## config.mk

```make
export PLATFORM = sky130hd
export DESIGN_NAME = sdr_regs
export DESIGN_NICKNAME = d
export VERILOG_FILES = /design/src/hdl/sdr_pkg.sv /design/src/hdl/sdr_regs.sv /design/src/hdl/sdr_shift.sv
export SDC_FILE = /design/constraint.sdc
export NUM_CORES = 1
export LEC_CHECK = 0
export ABC_CLOCK_PERIOD_IN_PS = 2400
export BUFFER_PORTS_ARGS = -buffer_cell sky130_fd_sc_hd__buf_2
export CORE_MARGIN = 1
export CORE_UTILIZATION = 52
export DETAILED_ROUTE_END_ITERATION = 10
export PLACE_DENSITY = 0.75
export SLEW_MARGIN = 20
export SYNTH_ARGS = -nofsm -noshare
export SYNTH_HDL_FRONTEND = slang
export SYNTH_HIERARCHICAL = 1
export SYNTH_SLANG_ARGS = --single-unit
```

## constraint.sdc

```tcl
create_clock -name core_clk -period 2.4 [get_ports core_clk]
set_input_delay 0.12 -clock core_clk [delete_from_list [all_inputs] [get_ports core_clk]]
set_output_delay 0.12 -clock core_clk [all_outputs]
set_load 0.02 [all_outputs]
```

## src/hdl/sdr_pkg.sv

```systemverilog
// Shared constants for the serial data/status register block.
// Assumes an 8-bit register port with byte-wide data.
package sdr_pkg;
  localparam int DATA_W = 8;
  localparam int ADDR_W = 8;
  localparam int RATE_W = 3;
  localparam int HALF_W = 7;
  localparam int IRQ_W = 3;
  localparam int SYNC_W = 4;
  localparam int BIT_CNT_W = 4;

  // Register offsets
  localparam logic [ADDR_W-1:0] ADDR_DATA = 8'h31;
  localparam logic [ADDR_W-1:0] ADDR_CTRL = 8'h32;
  localparam logic [ADDR_W-1:0] ADDR_CSR = 8'h33;
  localparam logic [ADDR_W-1:0] ADDR_IRQ_STATUS = 8'h3e;
  localparam logic [ADDR_W-1:0] ADDR_IRQ_MASK = 8'h3f;

  // Control register fields
  localparam int CTRL_IRQ_EN = 7;
  localparam int CTRL_PERIPH_EN = 6;
  localparam int CTRL_DIV_EN = 5;
  localparam int CTRL_MASTER = 4;
  localparam int CTRL_CPOL = 3;
  localparam int CTRL_CPHA = 2;
  localparam int CTRL_RATE_HI = 1;
  localparam int CTRL_RATE_LO = 0;

  // Control/status register fields
  localparam int CSR_XFER_DONE = 7;
  localparam int CSR_WRITE_COLLISION_FLAG = 6;
  localparam int CSR_OVERRUN = 5;
  localparam int CSR_MODE_FAULT = 4;
  localparam int CSR_RESERVED = 3;
  localparam int CSR_OUT_DIS = 2;
  localparam int CSR_SEL_MGMT = 1;
  localparam int CSR_INT_SEL = 0;
  localparam int CSR_CFG_W = 3;

  // Interrupt status/mask fields
  localparam int IRQ_XFER = 0;
  localparam int IRQ_MODE_FAULT_FLAG = 1;
  localparam int IRQ_OVR = 2;

  // Pin synchroniser lanes
  localparam int PIN_SCK = 0;
  localparam int PIN_MOSI = 1;
  localparam int PIN_MISO = 2;
  localparam int PIN_SS_N = 3;

  localparam logic [DATA_W-1:0] CTRL_RESET = 8'h00;
  localparam logic [CSR_CFG_W-1:0] CSR_CFG_RESET = 3'h0;
  localparam logic [DATA_W-1:0] RX_RESET = 8'h00;
  localparam logic [IRQ_W-1:0] IRQ_RESET = 3'h0;
  localparam logic [BIT_CNT_W-1:0] LAST_EDGE = 4'hf;

  // Master clock rate codes {divider_enable, rate_select_hi, rate_select_lo}
  localparam logic [RATE_W-1:0] RATE_DIV4 = 3'h4;
  localparam logic [RATE_W-1:0] RATE_DIV8 = 3'h0;
  localparam logic [RATE_W-1:0] RATE_DIV16 = 3'h1;
  localparam logic [RATE_W-1:0] RATE_DIV32 = 3'h6;
  localparam logic [RATE_W-1:0] RATE_DIV64 = 3'h2;
  localparam logic [RATE_W-1:0] RATE_DIV128 = 3'h3;

  // Half serial clock periods in core cycles
  function automatic logic [HALF_W-1:0] half_period(input logic [RATE_W-1:0] rate);
    logic [HALF_W-1:0] h;
    h = 7'h40;
    case (rate)
      RATE_DIV4: h = 7'h02;
      RATE_DIV8: h = 7'h04;
      RATE_DIV16: h = 7'h08;
      RATE_DIV32: h = 7'h10;
      RATE_DIV64: h = 7'h20;
      RATE_DIV128: h = 7'h40;
      default: h = 7'h40;
    endcase
    return h;
  endfunction
endpackage

```

## src/hdl/sdr_regs.sv

```systemverilog
// Register file, flag clearing sequences and pin control of the serial port.
// Assumes a single-cycle register port and external pins on foreign timing.
`timescale 1ns/1ps
module sdr_regs (
  input wire logic core_clk, // Core clock
  input wire logic rst, // Async reset, active high
  input wire logic [sdr_pkg::ADDR_W-1:0] reg_addr, // Register address
  input wire logic [sdr_pkg::DATA_W-1:0] reg_wdata, // Write data
  input wire logic reg_wr, // Write strobe
  input wire logic reg_rd, // Read strobe
  output logic [sdr_pkg::DATA_W-1:0] reg_rdata, // Read data, cycle after strobe
  output logic irq, // Interrupt request level
  input wire logic sck_in, // Serial clock pin in
  output logic sck_out, // Serial clock pin out
  output logic sck_oe, // Serial clock drive enable
  input wire logic mosi_in, // Master-out line in
  output logic mosi_out, // Master-out line out
  output logic mosi_oe, // Master-out drive enable
  input wire logic miso_in, // Slave-out line in
  output logic miso_out, // Slave-out line out
  output logic miso_oe, // Slave-out drive enable
  input wire logic ss_n_in, // Slave select pin, active low
  output logic ss_pin_released // Select pin free for general use
);
  logic [sdr_pkg::SYNC_W-1:0] pins_raw;
  logic [sdr_pkg::SYNC_W-1:0] sync1;
  logic [sdr_pkg::SYNC_W-1:0] sync2;
  logic [sdr_pkg::DATA_W-1:0] ctrl;
  logic [sdr_pkg::CSR_CFG_W-1:0] csr_cfg;
  logic [sdr_pkg::DATA_W-1:0] rx_buf;
  logic [sdr_pkg::DATA_W-1:0] rx_byte;
  logic [sdr_pkg::IRQ_W-1:0] irq_status;
  logic [sdr_pkg::IRQ_W-1:0] irq_mask;
  logic [sdr_pkg::IRQ_W-1:0] irq_event;
  logic xfer_done_flag;
  logic write_collision_flag;
  logic overrun_flag;
  logic mode_fault_flag;
  logic status_seen;
  logic mode_fault_flag_armed;
  logic ss_level;
  logic selected;
  logic master_select;
  logic peripheral_enable;
  logic output_disable;
  logic busy;
  logic done;
  logic ser_out;
  logic sck_level;
  logic sel_data;
  logic sel_ctrl;
  logic sel_csr;
  logic rd_csr;
  logic wr_data;
  logic wr_ctrl;
  logic data_access;
  logic wr_open;
  logic load;
  logic clr_xfer;
  logic overrun_now;
  logic fault_now;

  // Two flops per pin before any logic looks at it
  assign pins_raw = {ss_n_in, miso_in, mosi_in, sck_in};
  genvar gi;
  generate
    for (gi = 0; gi < sdr_pkg::SYNC_W; gi++) begin : g_sync
      always_ff @(posedge core_clk or posedge rst) begin
        if (rst) begin
          sync1[gi] <= 1'b1;
          sync2[gi] <= 1'b1;
        end else begin
          sync1[gi] <= pins_raw[gi];
          sync2[gi] <= sync1[gi];
        end
      end
    end
  endgenerate

  assign sel_data = reg_addr == sdr_pkg::ADDR_DATA;
  assign sel_ctrl = reg_addr == sdr_pkg::ADDR_CTRL;
  assign sel_csr = reg_addr == sdr_pkg::ADDR_CSR;
  assign rd_csr = reg_rd & sel_csr;
  assign wr_data = reg_wr & sel_data;
  assign wr_ctrl = reg_wr & sel_ctrl;
  assign data_access = (reg_wr | reg_rd) & sel_data;

  assign master_select = ctrl[sdr_pkg::CTRL_MASTER];
  assign peripheral_enable = ctrl[sdr_pkg::CTRL_PERIPH_EN];
  assign output_disable = csr_cfg[sdr_pkg::CSR_OUT_DIS];
  assign ss_level = csr_cfg[sdr_pkg::CSR_SEL_MGMT] ? csr_cfg[sdr_pkg::CSR_INT_SEL] : sync2[sdr_pkg::PIN_SS_N];
  assign selected = ~ss_level;
  assign ss_pin_released = csr_cfg[sdr_pkg::CSR_SEL_MGMT];

  assign fault_now = master_select & ~ss_level;
  assign wr_open = ~xfer_done_flag | status_seen;
  assign load = wr_data & wr_open & ~busy & peripheral_enable;
  assign clr_xfer = data_access & status_seen;
  assign overrun_now = done & xfer_done_flag & ~clr_xfer;

  sdr_shift u_shift (
    .core_clk(core_clk),
    .rst(rst),
    .enable(peripheral_enable),
    .master(master_select),
    .cpol(ctrl[sdr_pkg::CTRL_CPOL]),
    .cpha(ctrl[sdr_pkg::CTRL_CPHA]),
    .rate({ctrl[sdr_pkg::CTRL_DIV_EN], ctrl[sdr_pkg::CTRL_RATE_HI], ctrl[sdr_pkg::CTRL_RATE_LO]}),
    .load(load),
    .load_data(reg_wdata),
    .sck_sync(sync2[sdr_pkg::PIN_SCK]),
    .rx_sync(master_select ? sync2[sdr_pkg::PIN_MISO] : sync2[sdr_pkg::PIN_MOSI]),
    .selected(selected),
    .sck_level(sck_level),
    .ser_out(ser_out),
    .rx_byte(rx_byte),
    .busy(busy),
    .done(done)
  );

  // Pin drive; output disable only masks the data line
  assign sck_out = sck_level;
  assign sck_oe = peripheral_enable & master_select;
  assign mosi_out = ser_out;
  assign mosi_oe = peripheral_enable & master_select & ~output_disable;
  assign miso_out = ser_out;
  assign miso_oe = peripheral_enable & ~master_select & selected & ~output_disable;

  // Control register; a fault overrides a same-cycle write
  always_ff @(posedge core_clk or posedge rst) begin
    if (rst) begin
      ctrl <= sdr_pkg::CTRL_RESET;
    end else begin
      if (wr_ctrl) begin
        ctrl <= reg_wdata;
      end
      if (fault_now) begin
        ctrl[sdr_pkg::CTRL_PERIPH_EN] <= 1'b0;
        ctrl[sdr_pkg::CTRL_MASTER] <= 1'b0;
      end
    end
  end

  // Only the low configuration bits of the status register are writable
  always_ff @(posedge core_clk or posedge rst) begin
    if (rst) begin
      csr_cfg <= sdr_pkg::CSR_CFG_RESET;
    end else if (reg_wr & sel_csr) begin
      csr_cfg <= reg_wdata[sdr_pkg::CSR_CFG_W-1:0];
    end
  end

  // Clearing sequence memory, used up by the next data or control access
  always_ff @(posedge core_clk or posedge rst) begin
    if (rst) begin
      status_seen <= 1'b0;
      mode_fault_flag_armed <= 1'b0;
    end else if (rd_csr) begin
      status_seen <= 1'b1;
      mode_fault_flag_armed <= mode_fault_flag;
    end else if (data_access | ((reg_wr | reg_rd) & sel_ctrl)) begin
      status_seen <= 1'b0;
      mode_fault_flag_armed <= 1'b0;
    end
  end

  // Hardware set wins over the software clear in the same cycle
  always_ff @(posedge core_clk or posedge rst) begin
    if (rst) begin
      xfer_done_flag <= 1'b0;
      write_collision_flag <= 1'b0;
    end else begin
      xfer_done_flag <= done | (xfer_done_flag & ~clr_xfer);
      write_collision_flag <= (wr_data & wr_open & busy) | (write_collision_flag & ~clr_xfer);
    end
  end

  always_ff @(posedge core_clk or posedge rst) begin
    if (rst) begin
      overrun_flag <= 1'b0;
    end else begin
      overrun_flag <= overrun_now | (overrun_flag & ~rd_csr);
    end
  end

  always_ff @(posedge core_clk or posedge rst) begin
    if (rst) begin
      mode_fault_flag <= 1'b0;
    end else begin
      mode_fault_flag <= fault_now | (mode_fault_flag & ~(wr_ctrl & mode_fault_flag_armed));
    end
  end

  // Receive buffer keeps the unread byte on overrun
  always_ff @(posedge core_clk or posedge rst) begin
    if (rst) begin
      rx_buf <= sdr_pkg::RX_RESET;
    end else if (done & ~overrun_now) begin
      rx_buf <= rx_byte;
    end
  end

  // Sticky event bits, write one to clear
  assign irq_event[sdr_pkg::IRQ_XFER] = done;
  assign irq_event[sdr_pkg::IRQ_MODE_FAULT_FLAG] = fault_now & ~mode_fault_flag;
  assign irq_event[sdr_pkg::IRQ_OVR] = overrun_now;

  always_ff @(posedge core_clk or posedge rst) begin
    if (rst) begin
      irq_status <= sdr_pkg::IRQ_RESET;
    end else if (reg_wr & (reg_addr == sdr_pkg::ADDR_IRQ_STATUS)) begin
      irq_status <= irq_event | (irq_status & ~reg_wdata[sdr_pkg::IRQ_W-1:0]);
    end else begin
      irq_status <= irq_status | irq_event;
    end
  end

  always_ff @(posedge core_clk or posedge rst) begin
    if (rst) begin
      irq_mask <= sdr_pkg::IRQ_RESET;
    end else if (reg_wr & (reg_addr == sdr_pkg::ADDR_IRQ_MASK)) begin
      irq_mask <= reg_wdata[sdr_pkg::IRQ_W-1:0];
    end
  end

  assign irq = (ctrl[sdr_pkg::CTRL_IRQ_EN] & (mode_fault_flag | xfer_done_flag | overrun_flag))
    | (|(irq_status & irq_mask));

  // Read data one cycle after the strobe, zero elsewhere
  always_ff @(posedge core_clk or posedge rst) begin
    if (rst) begin
      reg_rdata <= '0;
    end else if (reg_rd) begin
      if (sel_data) begin
        reg_rdata <= rx_buf;
      end else if (sel_ctrl) begin
        reg_rdata <= ctrl;
      end else if (sel_csr) begin
        reg_rdata <= {xfer_done_flag, write_collision_flag, overrun_flag, mode_fault_flag, 1'b0, csr_cfg};
      end else if (reg_addr == sdr_pkg::ADDR_IRQ_STATUS) begin
        reg_rdata <= {5'h00, irq_status};
      end else if (reg_addr == sdr_pkg::ADDR_IRQ_MASK) begin
        reg_rdata <= {5'h00, irq_mask};
      end else begin
        reg_rdata <= '0;
      end
    end else begin
      reg_rdata <= '0;
    end
  end
endmodule

```

## src/hdl/sdr_shift.sv

```systemverilog
// Byte shift engine: master clock generation or slave clock edge tracking.
// Assumes pin inputs already synchronised to core_clk by the caller.
`timescale 1ns/1ps
module sdr_shift (
  input wire logic core_clk, // Core clock
  input wire logic rst, // Async reset, active high
  input wire logic enable, // Peripheral enabled
  input wire logic master, // Master mode
  input wire logic cpol, // Idle clock level
  input wire logic cpha, // Capture on second edge
  input wire logic [sdr_pkg::RATE_W-1:0] rate, // Master rate code
  input wire logic load, // Accepted data write
  input wire logic [sdr_pkg::DATA_W-1:0] load_data, // Byte to send
  input wire logic sck_sync, // Synchronised serial clock pin
  input wire logic rx_sync, // Synchronised serial data in
  input wire logic selected, // Internal select active
  output logic sck_level, // Serial clock to drive in master mode
  output logic ser_out, // Serial data out
  output logic [sdr_pkg::DATA_W-1:0] rx_byte, // Shift register contents
  output logic busy, // Transfer in progress
  output logic done // One-cycle pulse after last edge
);
  logic [sdr_pkg::DATA_W-1:0] sr;
  logic [sdr_pkg::BIT_CNT_W-1:0] edge_cnt;
  logic [sdr_pkg::HALF_W-1:0] div;
  logic run;
  logic phase;
  logic rbit;
  logic sck_d;
  logic tick;
  logic sck_edge;
  logic edge_evt;
  logic last;
  logic [sdr_pkg::HALF_W-1:0] half;

  assign half = sdr_pkg::half_period(rate);
  assign tick = master & run & (div == half - 7'h01);
  assign sck_edge = ~master & selected & enable & (sck_sync != sck_d);
  assign edge_evt = tick | sck_edge;
  assign last = edge_evt & (edge_cnt == sdr_pkg::LAST_EDGE);
  assign busy = master ? run : (edge_cnt != '0);
  assign sck_level = cpol ^ phase;
  assign ser_out = sr[sdr_pkg::DATA_W-1];
  assign rx_byte = sr;

  always_ff @(posedge core_clk or posedge rst) begin
    if (rst) begin
      sck_d <= 1'b0;
    end else begin
      sck_d <= sck_sync;
    end
  end

  // Write goes straight into the shift register, no transmit buffer
  always_ff @(posedge core_clk or posedge rst) begin
    if (rst) begin
      sr <= '0;
      rbit <= 1'b0;
    end else if (load) begin
      sr <= load_data;
    end else if (edge_evt) begin
      if (cpha & last) begin
        sr <= {sr[sdr_pkg::DATA_W-2:0], rx_sync};
      end else if (edge_cnt[0] == cpha) begin
        rbit <= rx_sync;
      end else if (edge_cnt != '0) begin
        sr <= {sr[sdr_pkg::DATA_W-2:0], rbit};
      end
    end
  end

  // Edge counter restarts whenever the slave is dropped mid-byte
  always_ff @(posedge core_clk or posedge rst) begin
    if (rst) begin
      edge_cnt <= '0;
    end else if (~enable | (~master & ~selected) | load) begin
      edge_cnt <= '0;
    end else if (edge_evt) begin
      edge_cnt <= edge_cnt + 4'h1;
    end
  end

  always_ff @(posedge core_clk or posedge rst) begin
    if (rst) begin
      run <= 1'b0;
      div <= '0;
      phase <= 1'b0;
    end else if (~enable | ~master) begin
      run <= 1'b0;
      div <= '0;
      phase <= 1'b0;
    end else if (load) begin
      run <= 1'b1;
      div <= '0;
      phase <= 1'b0;
    end else if (run) begin
      div <= tick ? '0 : div + 7'h01;
      if (tick) begin
        phase <= ~phase;
      end
      if (last) begin
        run <= 1'b0;
      end
    end
  end

  always_ff @(posedge core_clk or posedge rst) begin
    if (rst) begin
      done <= 1'b0;
    end else begin
      done <= last;
    end
  end
endmodule
```

==> results of run 1 <==
## critical path: stages (launching register included)
cell	delay, ns
dfrtp_2	0.44
or3_4	0.41
ha_4	0.27
xor2_1	0.14
nand4_1	0.16
nor3_4	0.27
a21boi_4	0.11
buf_6	0.13
or3_4	0.32
a21oi_2	0.11
## registers in the layout (all words and copies together) (netlist names), 3 cells and up
| signal | flops |
|---|---|
| ctrl | 8 |
| reg_rdata | 8 |
| rx_buf | 8 |
| u_shift/rx_byte | 8 |
| u_shift/div | 7 |
| sync1 | 4 |
| sync2 | 4 |
| u_shift/edge_cnt | 4 |
| csr_cfg | 3 |
| irq_mask | 3 |
| irq_status | 3 |
## cells by family after synthesis
family	after synthesis
flip-flops	71
adder cells (fa/ha/maj)	4
AND/OR/NAND/NOR	96
AO/OA/AOI/OAI	66
buffers and inverters	25
multiplexers	39
XOR/XNOR	13
## power by group
| group | internal, W | switching [W] |
|---|---|---|
| registers | 0.00123 | 0.0000256 |
| clock network | 0.000478 | 0.000449 |
| logic | 0.0000927 | 0.000115 |
| total | 0.00180 | 0.000590 |
## area by class of cell
class / instances / share of cell area
Inverter: 13 / 0.01164
Timing Repair Buffer: 65 / 0.09791
Tap cell: 77 / 0.02299
Sequential cell: 71 / 0.4266
Multi-Input combinational cell: 218 / 0.3955
Clock inverter: 6 / 0.01493
Clock buffer: 10 / 0.03045
## layout by cell type, fill, tap and decap left out, drive strengths merged, types with 3 or more instances in the layout
master	n
xor2	6
dfrtp	63
nor2	22
or3	3
nand3	8
buf	60
and3b	4
o32ai	3
a21oi	14
nor3	5
o21ai	17
o21a	3
mux2	26
dfstp	8
clkbuf	10
nand4	5
mux2i	13
ha	4
clkinv	5
dlygate4sd3	5
and3	3
nand2	30
xnor2	7
o2111a	4
and2	3
a22oi	5
inv	13
## metrics by stage
stage	utilization	setup TNS (ns)	area [um2]	std cells	hold slack, ns
floorplan	-	0	3506	314	0.1245
global placement	0.6030	0	3872	438	0.2256
detailed placement	0.6030	0	3872	438	0.2263
CTS	0.6411	0	4118	459	0.01110
global route	0.6526	-1.927	4192	460	0.01946
finish	0.6526	-0.1875	4192	460	0.02506
## worst paths after layout
path	cells past startpoint	slack, ns	start	to
worst min register to register	0	0.36	sync1[3]	sync2[3]
worst max-delay path	9	-0.04	ctrl[0]	u_shift/edge_cnt[2]
min in group asynchronous	3	0.50	rst	csr_cfg[1]
max in group asynchronous	4	1.21	rst	sync1[0]
worst min-delay path	2	0.03	reg_wdata[3]	ctrl[3]
worst max register to register	9	-0.04	ctrl[0]	u_shift/edge_cnt[2]
## layer usage
layer | vias to the layer above | wire (um)
met5 | - | 0
met4 | 0 | 127
met3 | 14 | 628
met2 | 110 | 3946
met1 | 1363 | 3527
li1 | 1251 | -
## timing repair
item                                   4_1_cts  5_1_grt
endpoints found under the hold margin       43        0
hold buffers                                 5        0
pin swaps                                    1        6
cloned                                       0        1
setup endpoints to repair                    1       19
resized for setup                            1       14
==> flow_summary.toml, run 1 <==
[grt]
busiest_layer = "met2"
grt_util_met3 = 0.08605
grt_start_max_net_pins = 43
grt_use_met2 = 0.3912
grt_use_met1 = 0.3285
grt_pass1_vias = 2668
grt_pass1_wl_mm = 13.40
antenna_found_initial = 0
gr-total-overflow = 0
grt_usage = 0.2499

[yosys]
async_reset_ff_frac = 1.000
synth_compound_area_frac = 0.1356
ys_warn_count = 6
syn_nets = 342
synthTopCellsByArea = "dfrtp_1 45%, dfstp_2 6.0%, mux2_2 5.8%"
synth-main-ff-cell = "dfrtp_1"
synth_edf_count = 0
syn-cell-area_mm2 = 0.003506
synth-seq-cells = 71
synth_cell_type_count = 57
synthAdderAreaFrac = 0.01428
yosys.area.top_type = "dfrtp_1"
synth.avg_cell_area_um2 = 11.17
synth_top_area_share = 0.4497
yosys-top-cells-count = "63 x dfrtp_1, 30 x nand2_1, 22 x nor2_1, 18 x mux2_2, 15 x o21ai_0"
yosysMostFrequentCell = "dfrtp_1"
synthCells = 314
synth_top_family_by_area = "simple AND/OR/NAND/NOR gates"
synthMuxAreaShare = 0.1292
synth_xor_area_frac = 0.03248
yosys.area_share.simple = 0.1435
yosysSeqAreaShare = 0.5096

[timing]
setup_viol = 10
drv_slew = 0
maxSlewHeadroom = 0.3626
max_freq_mhz = 410.4
tightest_slew_ns = 0.9551
min_period_ns = 2.437
finalCritPeriodShare = 1.015
fin_ws_ns = -0.03683
finalClockSkew_ns = 0.007900
finalHoldViolCount = 0
rsz0062_at_grt = "true"

[floorplan]
initial_core_util = 0.5459
fp.dieArea_mm2 = 0.007074
num_io_pins = 40
die_w_um = 84.11
core_mm2 = 0.006422
chipHeight_um = 84.11
placement_rows = 29

[critical_path]
cp-start-kind = "flip-flop"
end_kind = "flip-flop"
crit_required_ns = 2.68
crit_type = "reg2reg"
path_max_fanout = 6
arrival_ns = 2.72

[cts]
cts_max_level = 3
clk_pin_slew_ns = 0.07
post-cts-setup-buffers = 0
cts.sink_count = 71
cts_tree = "yes"
clkLatencyLatePin_ns = 0.36
numCtsBuffers = 9
root_buffer = "clkbuf_8"
cts_buffer_depth = 2

[place]
port-buffer-count = 39
post-dp-hpwl_mm = 5.831
dp_slack_ns = 0.01507
gp_congestion = 0.8821

[layout]
regArea_mm2 = 0.001788
multi_input_area_mm2 = 0.001658
num_antenna_cells = 0
finalNetCount = 406
fill_cells = 502
drive_gt1_frac = 0.3316
area_growth_pct = 19.56

[job]
drv_cap = 0

[route]
viasPerCell = 5.952
routed_wl_mm = 8.230
wl_per_cell_um = 17.89
postRouteAntennaNets = 0
routed-via-count = 2738
first_pass_iters = 8
post-route-drc-count = 6
drtIter0Drc = 209

[run_status]
violations = "design-rule violations, negative setup slack"
status = "finished with violations"

[pwr]
leakagePower_nw = 1.961
total_power_w = 0.002391
p_per_area_mw_per_mm2 = 570.5
ir_drop_v = 0.0005064

[min_path]
hold_class = "in2reg"
(Power assumes the default switching activity.)
==> run 2: changes to the inputs <==
--- a/config.mk
+++ b/config.mk
@@ -11,6 +11,7 @@
 export CORE_UTILIZATION = 52
 export DETAILED_ROUTE_END_ITERATION = 10
 export PLACE_DENSITY = 0.75
+export REMOVE_ABC_BUFFERS = 1
 export SLEW_MARGIN = 20
 export SYNTH_ARGS = -nofsm -noshare
 export SYNTH_HDL_FRONTEND = slang
==> flow_summary.toml, run 2 (synthesized netlist as in run 1, its figures left out) <==
[pwr]
p_per_area_mw_per_mm2 = 570.2
leakagePower_nw = 1.974
ir_drop_v = 0.0003901
total_power_w = 0.002418

[floorplan]
core_mm2 = 0.006422
num_io_pins = 40
initial_core_util = 0.5459
placement_rows = 29
chipHeight_um = 84.11
die_w_um = 84.11
fp.dieArea_mm2 = 0.007074

[route]
first_pass_iters = 8
routed_wl_mm = 8.067
drtIter0Drc = 184
post-route-drc-count = 10
routed-via-count = 2719
wl_per_cell_um = 17.39
postRouteAntennaNets = 0
viasPerCell = 5.860

[critical_path]
crit_required_ns = 2.63
crit_type = "reg2reg"
arrival_ns = 2.69
r2r_end = "u_shift/rx_byte[0]"
slowest_stage = "a2111oi_0"
r2r_cells = 7
regToRegStartpoint = "csr_cfg[1]"
end_kind = "flip-flop"
path_max_fanout = 9
setup.worst_path.end = "u_shift/rx_byte[0]"
path_cells = "mux2i_1 > nand4b_1 > a2111oi_0 > a311oi_4 > buf_6 > nand2_1 > o21ai_1"
reg2reg_slack_ns = -0.06
startpoint = "csr_cfg[1]"
critPathMaxStageDelay_ns = 0.89
cp-start-kind = "flip-flop"

[cts]
cts.sink_count = 71
cts_max_level = 3
clk_pin_slew_ns = 0.08
numCtsBuffers = 9
cts_buffer_depth = 2
clkLatencyLatePin_ns = 0.35
cts_tree = "yes"
root_buffer = "clkbuf_8"

[run_status]
violations = "design-rule violations, negative setup slack"
status = "finished with violations"

[place]
dp_slack_ns = 0.08036
post-dp-hpwl_mm = 5.581
gp_congestion = 0.8302
port-buffer-count = 39
dpl_cell_area_mm2 = 0.003880

[grt]
grt_usage = 0.2365
grt_use_met1 = 0.3149
grt_start_max_net_pins = 32
busiest_layer = "met2"
grt_pass1_wl_mm = 12.83
grt_use_met2 = 0.3897
grt_util_met3 = 0.03956
grt_pass1_vias = 2598
gr-total-overflow = 0
antenna_found_initial = 0

[layout]
fill_cells = 489
drive_gt1_frac = 0.3385
layout_commonest_cell = "dfrtp_1"
layout_common_cells = "63 x dfrtp_1, 39 x buf_2, 30 x nand2_1, 22 x nor2_1, 22 x buf_4"
area_growth_pct = 20.95
num_antenna_cells = 0
finalNetCount = 410
fin_area_mm2 = 0.004240

[timing]
rsz0062_at_grt = "true"
min_period_ns = 2.461
hold_ws_ns = 0.03034
drv_slew = 0
setup_viol = 9
finalClockSkew_ns = 0.009646
tns_ns = -0.3768
tightest_slew_ns = 1.069
maxSlewHeadroom = 0.2688
finalHoldViolCount = 0
max_freq_mhz = 406.4
fin_ws_ns = -0.06054
finalCritPeriodShare = 1.025

[job]
drv_cap = 0

[min_path]
hold_class = "in2reg"
[run 2: cell count changes in the layout (fill, tap and decap cells not counted), sizes merged]
cell      previous run  this run
buf                 60        64
clkbuf              10         9
clkinv               5         3
clkinvlp             0         3
[run 2: worst max-delay path: cells and delay by family, from the launching register on]
family	cells	cell delay [ns]
and+or+nand+nor	2	0.30
buffers and inverters	1	0.20
DFF	1	0.39
AOI/OAI and AO/OA	3	1.08
muxes	1	0.38
[run 2: timing repair]
action | CTS | global route
buffers inserted | 0 | 4
hold buffers | 5 | 0
hold endpoints to repair | 14 | 0
endpoints found under the setup margin | 0 | 19
gates resized for setup | 0 | 17
[run 2: per-layer routing]
| layer | wire length, um | vias to the layer above |
|---|---|---|
| met4 | 118 | 0 |
| met5 | 0 | - |
| li1 | - | 1266 |
| met1 | 3519 | 1327 |
| met2 | 4039 | 112 |
| met3 | 389 | 14 |
[run 2: power by group]
part           leakage (nW)  internal [W]  switching [W]
clock network        0.0916      0.000479       0.000471
logic                 0.941     0.0000976       0.000117
registers             0.941       0.00123      0.0000235
[run 2: metrics by stage]
stage / cells / util
global placement: 439 / 0.6041
CTS: 460 / 0.6423
detailed placement: 439 / 0.6041
finish: 464 / 0.6602
global route: 464 / 0.6602
floorplan: 302 / -
[run 2: how the worst min path moves through the flow]
| stage | start | to | depth (start not counted) |
|---|---|---|---|
| floorplan | sck_in | sync1[0] | 0 |
| global placement | rst | ctrl[2] | 2 |
| detailed placement | rst | ctrl[2] | 2 |
| CTS | reg_wdata[3] | ctrl[3] | 2 |
| global route | reg_wdata[7] | ctrl[7] | 2 |
| finish | reg_wdata[7] | ctrl[7] | 2 |
[run 2: area by class of cell]
cell class	instances	area [um2]	share of cell area
clock inverters	7	71.32	0.01682
clock buffers	9	123.9	0.02921
multi-input cells	218	1669	0.3936
flip-flops and latches	71	1787	0.4214
inverters	13	48.80	0.01151
well taps	77	96.34	0.02272
repair buffers	69	444.2	0.1048
